[config.mk]
export PLATFORM = sky130hd
export DESIGN_NAME = ldvc_top
export DESIGN_NICKNAME = d
export VERILOG_FILES = /design/src/inc/ldvc_pkg.sv /design/src/logic/ldvc_sm_clk.sv /design/src/logic/ldvc_top.sv
export SDC_FILE = /design/constraint.sdc
export NUM_CORES = 1
export LEC_CHECK = 0
export CORE_MARGIN = 2
export CORE_UTILIZATION = 33
export DETAILED_ROUTE_END_ITERATION = 16
export DONT_BUFFER_PORTS = 1
export PLACE_DENSITY = 0.48
export SETUP_SLACK_MARGIN = 0.2
export SYNTH_ARGS = -nofsm -noshare
export SYNTH_HDL_FRONTEND = slang
export SYNTH_SLANG_ARGS = --single-unit
[constraint.sdc]
create_clock -name i_sys_clk -period 2.22 [get_ports i_sys_clk]
set_input_delay 0.444 -clock i_sys_clk [delete_from_list [all_inputs] [get_ports i_sys_clk]]
set_output_delay 0.444 -clock i_sys_clk [all_outputs]
set_load 0.01 [all_outputs]
[src/inc/ldvc_pkg.sv]
package ldvc_pkg;
	// Status pin select and indicator kind encodings
	localparam logic       STATUS_SEL_READBACK = 1'b0;
	localparam logic       STATUS_SEL_LOCK     = 1'b1;
	localparam logic       KIND_CAL_ONLY       = 1'b0;
	localparam logic       KIND_VTUNE_CAL      = 1'b1;
	// Lock delay scaling
	localparam int         LOCK_DLY_W          = 16;
	localparam int         LOCK_DLY_MULT       = 4;
	localparam int         LOCK_CNT_W          = 18;
	// Core, band and amplitude widths
	localparam int         CORE_W              = 3;
	localparam int         BAND_W              = 8;
	localparam int         AMP_W               = 9;
	localparam int         NUM_CORES           = 7;
	localparam int         BANDS_PER_CORE      = 32;
	localparam logic [2:0] CORE_MAX            = 3'h7;
	localparam logic [2:0] CORE_MIN            = 3'h1;
	// Amplitude calibration step count
	localparam logic [3:0] AMP_STEPS           = 4'h8;
	// State machine clock divider
	localparam int         SM_DIV_W            = 3;
	localparam logic [2:0] SM_DIV_MAX          = 3'h5;
	localparam int         SM_CNT_W            = 5;
	// Lock state readback codes
	localparam logic [1:0] RB_UNLOCKED         = 2'h0;
	localparam logic [1:0] RB_INVALID          = 2'h1;
	localparam logic [1:0] RB_LOCKED           = 2'h2;
	// Reset values
	localparam logic [7:0] BAND_RESET          = 8'h00;
	localparam logic [8:0] AMP_RESET           = 9'h080;

	typedef enum logic [4:0] {
		LDVC_IDLE  = 5'b00001,
		LDVC_BAND  = 5'b00010,
		LDVC_AMP   = 5'b00100,
		LDVC_DELAY = 5'b01000,
		LDVC_DONE  = 5'b10000
	} ldvc_state_t;
endpackage

[src/logic/ldvc_sm_clk.sv]
`timescale 1ns/100ps
module ldvc_sm_clk (
	// Clock and reset
	input  wire logic                          i_sys_clk,
	input  wire logic                          i_rst,
	// Reference tick and divider setting
	input  wire logic                          i_ref_tick,
	input  wire logic [ldvc_pkg::SM_DIV_W-1:0] i_div_sel,
	// Divided state machine tick
	output logic                               o_sm_tick
);
	import ldvc_pkg::*;

	logic [SM_CNT_W-1:0] cnt_reg;
	logic [SM_CNT_W-1:0] cnt_next;
	logic [SM_CNT_W-1:0] cnt_top;
	logic                tick_reg;
	logic                tick_next;
	logic [SM_DIV_W-1:0] div_lim;

	always_comb begin
		div_lim   = (i_div_sel > SM_DIV_MAX) ? SM_DIV_MAX : i_div_sel;
		cnt_top   = SM_CNT_W'((6'h01 << div_lim) - 6'h01);
		cnt_next  = cnt_reg;
		tick_next = 1'b0;
		if (i_ref_tick) begin
			if (cnt_reg >= cnt_top) begin
				cnt_next  = '0;
				tick_next = 1'b1;
			end else begin
				cnt_next = cnt_reg + SM_CNT_W'(1);
			end
		end
	end

	always_ff @(posedge i_sys_clk) begin
		if (i_rst) begin
			cnt_reg  <= '0;
			tick_reg <= 1'b0;
		end else begin
			cnt_reg  <= cnt_next;
			tick_reg <= tick_next;
		end
	end

	assign o_sm_tick = tick_reg;
endmodule

[src/logic/ldvc_top.sv]
`timescale 1ns/100ps
module ldvc_top (
	// Clock and reset
	input  wire logic                            i_sys_clk,
	input  wire logic                            i_rst,
	// Pins from outside the clock domain
	input  wire logic                            i_ref_input,
	input  wire logic                            i_pd_clk,
	input  wire logic                            i_loop_locked,
	input  wire logic                            i_spi_rdata,
	// Register zero write event and its fields
	input  wire logic                            i_r0_write,
	input  wire logic                            i_freq_cal_trigger,
	input  wire logic                            i_status_pin_select,
	input  wire logic                            i_mute_on_unlock,
	// Configuration
	input  wire logic                            i_lock_indicator_kind,
	input  wire logic [ldvc_pkg::LOCK_DLY_W-1:0] i_lock_delay_count,
	input  wire logic [ldvc_pkg::SM_DIV_W-1:0]   i_cal_clk_div,
	input  wire logic [ldvc_pkg::CORE_W-1:0]     i_start_core,
	input  wire logic                            i_core_override,
	input  wire logic                            i_band_override,
	input  wire logic                            i_amplitude_override,
	input  wire logic [ldvc_pkg::BAND_W-1:0]     i_band_code,
	input  wire logic [ldvc_pkg::AMP_W-1:0]      i_amplitude_code,
	input  wire logic                            i_freq_above,
	input  wire logic                            i_ref_valid,
	// Status pin
	output logic                                 o_status_out_pin,
	output logic                                 o_status_out_pin_oe,
	// Status and calibration results
	output logic [1:0]                           o_lock_state_readback,
	output logic                                 o_rf_mute,
	output logic                                 o_cal_busy,
	output logic [ldvc_pkg::CORE_W-1:0]          o_cal_core,
	output logic [ldvc_pkg::BAND_W-1:0]          o_cal_band,
	output logic [ldvc_pkg::AMP_W-1:0]           o_cal_amp
);
	import ldvc_pkg::*;

	// ----------------------------------------
	// Input synchronisers
	// ----------------------------------------
	logic [4:0] s1_reg;
	logic [4:0] s2_reg;
	logic [4:0] s1_next;
	logic [4:0] s2_next;
	logic       ref_d_reg;
	logic       pd_d_reg;
	logic       ref_d_next;
	logic       pd_d_next;
	logic       ref_tick;
	logic       pd_tick;

	always_comb begin
		s1_next    = {i_ref_input, i_pd_clk, i_loop_locked, i_spi_rdata, i_ref_valid};
		s2_next    = s1_reg;
		ref_d_next = s2_reg[4];
		pd_d_next  = s2_reg[3];
	end

	always_ff @(posedge i_sys_clk) begin
		if (i_rst) begin
			s1_reg    <= '0;
			s2_reg    <= '0;
			ref_d_reg <= 1'b0;
			pd_d_reg  <= 1'b0;
		end else begin
			s1_reg    <= s1_next;
			s2_reg    <= s2_next;
			ref_d_reg <= ref_d_next;
			pd_d_reg  <= pd_d_next;
		end
	end

	assign ref_tick = s2_reg[4] & ~ref_d_reg;
	assign pd_tick  = s2_reg[3] & ~pd_d_reg;

	logic sm_tick;

	ldvc_sm_clk u_sm_clk (
		.i_sys_clk  (i_sys_clk),
		.i_rst      (i_rst),
		.i_ref_tick (ref_tick),
		.i_div_sel  (i_cal_clk_div),
		.o_sm_tick  (sm_tick)
	);

	// ----------------------------------------
	// Calibration sequencer
	// ----------------------------------------
	ldvc_state_t          state_reg;
	ldvc_state_t          state_next;
	logic [CORE_W-1:0]    core_reg;
	logic [CORE_W-1:0]    core_next;
	logic [BAND_W-1:0]    band_reg;
	logic [BAND_W-1:0]    band_next;
	logic [AMP_W-1:0]     amp_reg;
	logic [AMP_W-1:0]     amp_next;
	logic [3:0]           step_reg;
	logic [3:0]           step_next;
	logic [LOCK_CNT_W-1:0] dly_reg;
	logic [LOCK_CNT_W-1:0] dly_next;
	logic                 band_run_reg;
	logic                 band_run_next;
	logic                 pend_reg;
	logic                 pend_next;
	logic                 done_reg;
	logic                 done_next;
	logic                 vt_reg;
	logic                 vt_next;
	logic                 pin_reg;
	logic                 pin_next;
	logic                 ref_ok;
	logic [LOCK_CNT_W-1:0] dly_load;

	assign ref_ok   = s2_reg[0];
	assign dly_load = LOCK_CNT_W'(i_lock_delay_count) * LOCK_CNT_W'(LOCK_DLY_MULT);

	always_comb begin
		state_next    = state_reg;
		core_next     = core_reg;
		band_next     = band_reg;
		amp_next      = amp_reg;
		step_next     = step_reg;
		dly_next      = dly_reg;
		// Trigger field travels with the pending write
		band_run_next = band_run_reg | (i_r0_write & i_freq_cal_trigger);
		done_next     = done_reg;
		// Start request waits for a valid reference
		pend_next     = pend_reg | i_r0_write;
		case (state_reg)
			LDVC_IDLE, LDVC_DONE: begin
				if (pend_reg && ref_ok) begin
					pend_next = i_r0_write;
					done_next = 1'b0;
					band_run_next = i_r0_write & i_freq_cal_trigger;
					core_next     = i_start_core;
					if (i_band_override) begin
						band_next = i_band_code;
					end
					amp_next   = i_amplitude_override ? i_amplitude_code : AMP_RESET;
					step_next  = '0;
					state_next = (band_run_reg && !i_band_override) ? LDVC_BAND : LDVC_AMP;
					if (band_run_reg && !i_band_override) begin
						band_next = BAND_RESET;
					end
				end
			end
			LDVC_BAND: begin
				if (sm_tick) begin
					if (i_freq_above) begin
						if (band_reg == BAND_W'(BANDS_PER_CORE - 1)) begin
							if (core_reg == CORE_MAX || i_core_override) begin
								state_next = LDVC_AMP;
							end else begin
								core_next = core_reg + CORE_W'(1);
								band_next = BAND_RESET;
							end
						end else begin
							band_next = band_reg + BAND_W'(1);
						end
					end else begin
						state_next = LDVC_AMP;
					end
				end
			end
			LDVC_AMP: begin
				if (sm_tick) begin
					if (i_amplitude_override || step_reg == AMP_STEPS) begin
						state_next = LDVC_DELAY;
						dly_next   = dly_load;
					end else begin
						amp_next  = {1'b0, amp_reg[AMP_W-1:1]} | AMP_RESET;
						step_next = step_reg + 4'h1;
					end
				end
			end
			LDVC_DELAY: begin
				if (dly_reg == '0) begin
					state_next = LDVC_DONE;
					done_next  = 1'b1;
				end else if (pd_tick) begin
					dly_next = dly_reg - LOCK_CNT_W'(1);
				end
			end
			default: begin
				state_next = LDVC_IDLE;
			end
		endcase
		pin_next = done_next;
		vt_next = ref_ok ? (done_next & s2_reg[2]) : vt_reg;
	end

	always_ff @(posedge i_sys_clk) begin
		if (i_rst) begin
			state_reg    <= LDVC_IDLE;
			core_reg     <= CORE_MAX;
			band_reg     <= BAND_RESET;
			amp_reg      <= AMP_RESET;
			step_reg     <= '0;
			dly_reg      <= '0;
			band_run_reg <= 1'b0;
			pend_reg     <= 1'b0;
			done_reg     <= 1'b0;
			vt_reg       <= 1'b0;
			pin_reg      <= 1'b0;
		end else begin
			state_reg    <= state_next;
			core_reg     <= core_next;
			band_reg     <= band_next;
			amp_reg      <= amp_next;
			step_reg     <= step_next;
			dly_reg      <= dly_next;
			band_run_reg <= band_run_next;
			pend_reg     <= pend_next;
			done_reg     <= done_next;
			vt_reg       <= vt_next;
			pin_reg      <= pin_next;
		end
	end

	// ----------------------------------------
	// Status pin and outputs
	// ----------------------------------------
	logic out_reg;
	logic out_next;
	logic mute_reg;
	logic mute_next;
	logic [1:0] rb_reg;
	logic [1:0] rb_next;

	always_comb begin
		if (i_status_pin_select == STATUS_SEL_READBACK) begin
			out_next = s2_reg[1];
		end else if (i_lock_indicator_kind == KIND_CAL_ONLY) begin
			out_next = pin_reg;
		end else begin
			out_next = vt_reg;
		end
		mute_next = i_mute_on_unlock & ~vt_reg;
		rb_next = !ref_ok ? RB_INVALID : (vt_reg ? RB_LOCKED : RB_UNLOCKED);
	end

	always_ff @(posedge i_sys_clk) begin
		if (i_rst) begin
			out_reg  <= 1'b0;
			mute_reg <= 1'b0;
			rb_reg   <= RB_UNLOCKED;
		end else begin
			out_reg  <= out_next;
			mute_reg <= mute_next;
			rb_reg   <= rb_next;
		end
	end

	assign o_status_out_pin      = out_reg;
	assign o_status_out_pin_oe   = 1'b1;
	assign o_lock_state_readback = rb_reg;
	assign o_rf_mute             = mute_reg;
	assign o_cal_busy            = ~state_reg[0] & ~state_reg[4];
	assign o_cal_core            = core_reg;
	assign o_cal_band            = band_reg;
	assign o_cal_amp             = amp_reg;
endmodule

==> results.tsv <==
metric	value	unit
status	complete, no violations	
Int Power	2.64	mW
critical path peak fanout	6	
H-Tree Depth	3	
max incr delay on CP	400	ps
Sw Share	26.3	%
Reg-to-Reg Start	state_reg[1]	
Worst IR Drop VDD	0.413	mV
Crit path arrival time	2440	ps
syn avg cell area	8.18	sq um
R2R setup slack	60	ps
#FFs+latches synth	73	
hpwl dp	7290	um
core area	11400	sq um
FMAX	0.463	GHz
Yosys cell types	63	
setup TNS	0	ps
FFs w/ async S/R, synth	0	%
Final setup viols	0	
Clock Power Share	44.7	%
final hold viol count	0	
pre-CTS WS	6.87	ps
synth warn	0	
synthesized instance count	470	
fin crit share	97.2	%
final clock skew	7.72	ps
# hold bufs at CTS	0	
# rows	39	
number of routed nets with antenna violations	0	
switching pwr	0.940	mW
vias in the first global route	3556	
post-synth top area share	38.0	%
multi-input logic area	2550	sq um
Min Hold Slack	171	ps
Worst R2R End	dly_reg[1]	
RD Place Congestion	0.795	
Die X	112	um
I/O Pins	81	
Post-synth EDFFs	0	
RSZ-0062 raised after global routing	yes	
Max clock buf depth	2	
synth top area cells	dfxtp_1 38%, nor2_1 5.3%, a21oi_1 4.6%	
IO buf count	0	
minimum clock period	2160	ps
Synth top cells by count	73 x dfxtp_1, 54 x nor2_1, 35 x a21oi_1	
Worst-path clk slew	60	ps
# diodes	0	
CTS buffer count	9	
die area	12500	sq um
Max-slew headroom	45.8	%
Overflow after GRT	0	
startpoint types	flop	
Sink Count	73	
layout cells sized above 1	26.5	%
Vias	3707	
chip height	112	um
worst-margin pin slew	812	ps
main flop type after synthesis	dfxtp_1	
Slew Limit Fails	0	
max reg flops	18	
largest net degree at the start of global routing	63	
CP most frequent cell	or3_4	
Hold WC Path Type	in -> reg	
sequential area share after synthesis	38.0	%
overall track demand over capacity in global routing	17.2	%
Register Area	1470	sq um
1st-pass router iterations	4	
Seq pwr share	39.9	%
Hold Path End	s1_reg[4]	
worst hold path startpoint	i_rst	
PD cells	704	nW/um^2
DR DRC count	0	
final wirelength	11200	um
cells on worst reg2reg path	6	
fill count	1127	
initial drt markers	184	
Yosys top cell by area	dfxtp_1	
Mapped Area	3840	sq um
Root Driver	clkbuf_16	
initial antenna violation count	0	
first-pass GRT wire length	17500	um
vias per cell	5.69	
Skew-Pair Late Insertion Delay	340	ps
Slowest-stage cell, CP	or3b_4	
count leader, synth	dfxtp_1	
P&R area growth vs syn	32.2	%
CTS tree	yes	
Hold Crit Depth	1	
final-stage net count	572	
Crit. End Element	flop	
Final Worst Setup Slack	61.3	ps
Starting Density	33.8	%
Avg WL per Cell	17.1	um
max-cap violations	0	
syn nets	538	
Crit Path Class	reg -> reg	
Leakage	1.87	nW
power share of the combinational group	15.4	%
crit-path cells	or3_4 -> or3b_4 -> o32a_4 -> buf_4 -> or3_4 -> a21oi_2	
Crit path required time	2500	ps
==> power groups by stage <==
stage	logic (mW)	clock network, mW	registers (mW)
detailed placement	0.461	0	1.45
CTS	0.480	1.64	1.42
global placement	0.454	0	1.45
global route	0.604	1.69	1.43
finish	0.550	1.60	1.43
floorplan	0.318	0	1.45
==> final cells by class <==
class	instances	share of cell area (%)
Sequential cell	73	28.8
Tap cell	143	3.52
Clock buffer	10	4.71
Clock inverter	6	1.77
Multi-Input combinational cell	354	50.3
Timing Repair Buffer	55	10.0
Inverter	11	0.813
==> placed cells by master, fill, tap and decap left out, drive strengths merged, types with 3 or more instances in the layout <==
master / n
dfxtp: 73
nor2: 54
buf: 54
a21oi: 35
nand2: 34
nand3: 25
nor3: 19
o31ai: 17
o21ai: 15
nor2b: 14
ha: 13
inv: 12
clkbuf: 11
o311ai: 11
a311oi: 9
and3: 9
a211o: 8
or3: 8
xor2: 6
nor3b: 6
nand4: 5
nor4: 5
nand2b: 4
mux2i: 4
xnor2: 4
and2: 4
o22ai: 4
or2: 3
==> through the flow <==
step	std cells	instance area [sq um]	power [mW]	utilization, %
after floorplan	470	3850	1.77	-
after global placement	623	4230	1.90	37.2
after detailed placement	623	4230	1.91	37.2
after CTS	643	4660	3.54	41.0
after global routing	652	5080	3.73	44.7
final	652	5080	3.58	44.7
==> critical path, delay by kind of cell (launching register included) <==
kind / cells / cell delay, ps
buf+inv: 1 / 150
compound gates: 2 / 480
flops: 1 / 320
simple gates: 3 / 1160
==> cell families after synthesis <==
kind of cell    Yosys count  share of synthesized area, %
other cells               1                        0.0976
compound gates          124                          22.4
buf+inv                  43                          4.82
flops                    73                          38.0
fa+ha+maj                13                          4.23
xor+xnor                 10                          2.28
simple gates            201                          26.8
mux                       5                          1.34
==> what timing repair did <==
action | CTS | global route
cloned | 1 | 3
setup buffers | 3 | 6
pin swaps | 2 | 24
gates resized for setup | 14 | 74
endpoints found under the setup margin | 31 | 40
==> worst max path at each step <==
| stage | endpoint | start | slack (ps) | cells after the start |
|---|---|---|---|---|
| finish | dly_reg[1] | state_reg[1] | 60 | 6 |
| global route | dly_reg[6] | state_reg[1] | -9 | 6 |
| CTS | dly_reg[4] | state_reg[1] | 70 | 6 |
| detailed placement | dly_reg[2] | state_reg[1] | 7 | 6 |
| global placement | dly_reg[17] | state_reg[1] | 40 | 6 |
| floorplan | dly_reg[2] | state_reg[1] | 40 | 7 |
==> layer usage <==
metal / global-route usage, % / wire [um] / share of wire [%]
met5: 0 / 0 / 0
met4: 4.69 / 134 / 1.2
met3: 6.53 / 652 / 5.8
met2: 27.2 / 5280 / 47
met1: 22.2 / 5100 / 46
No activity file was read; power rests on OpenSTA's default activity.
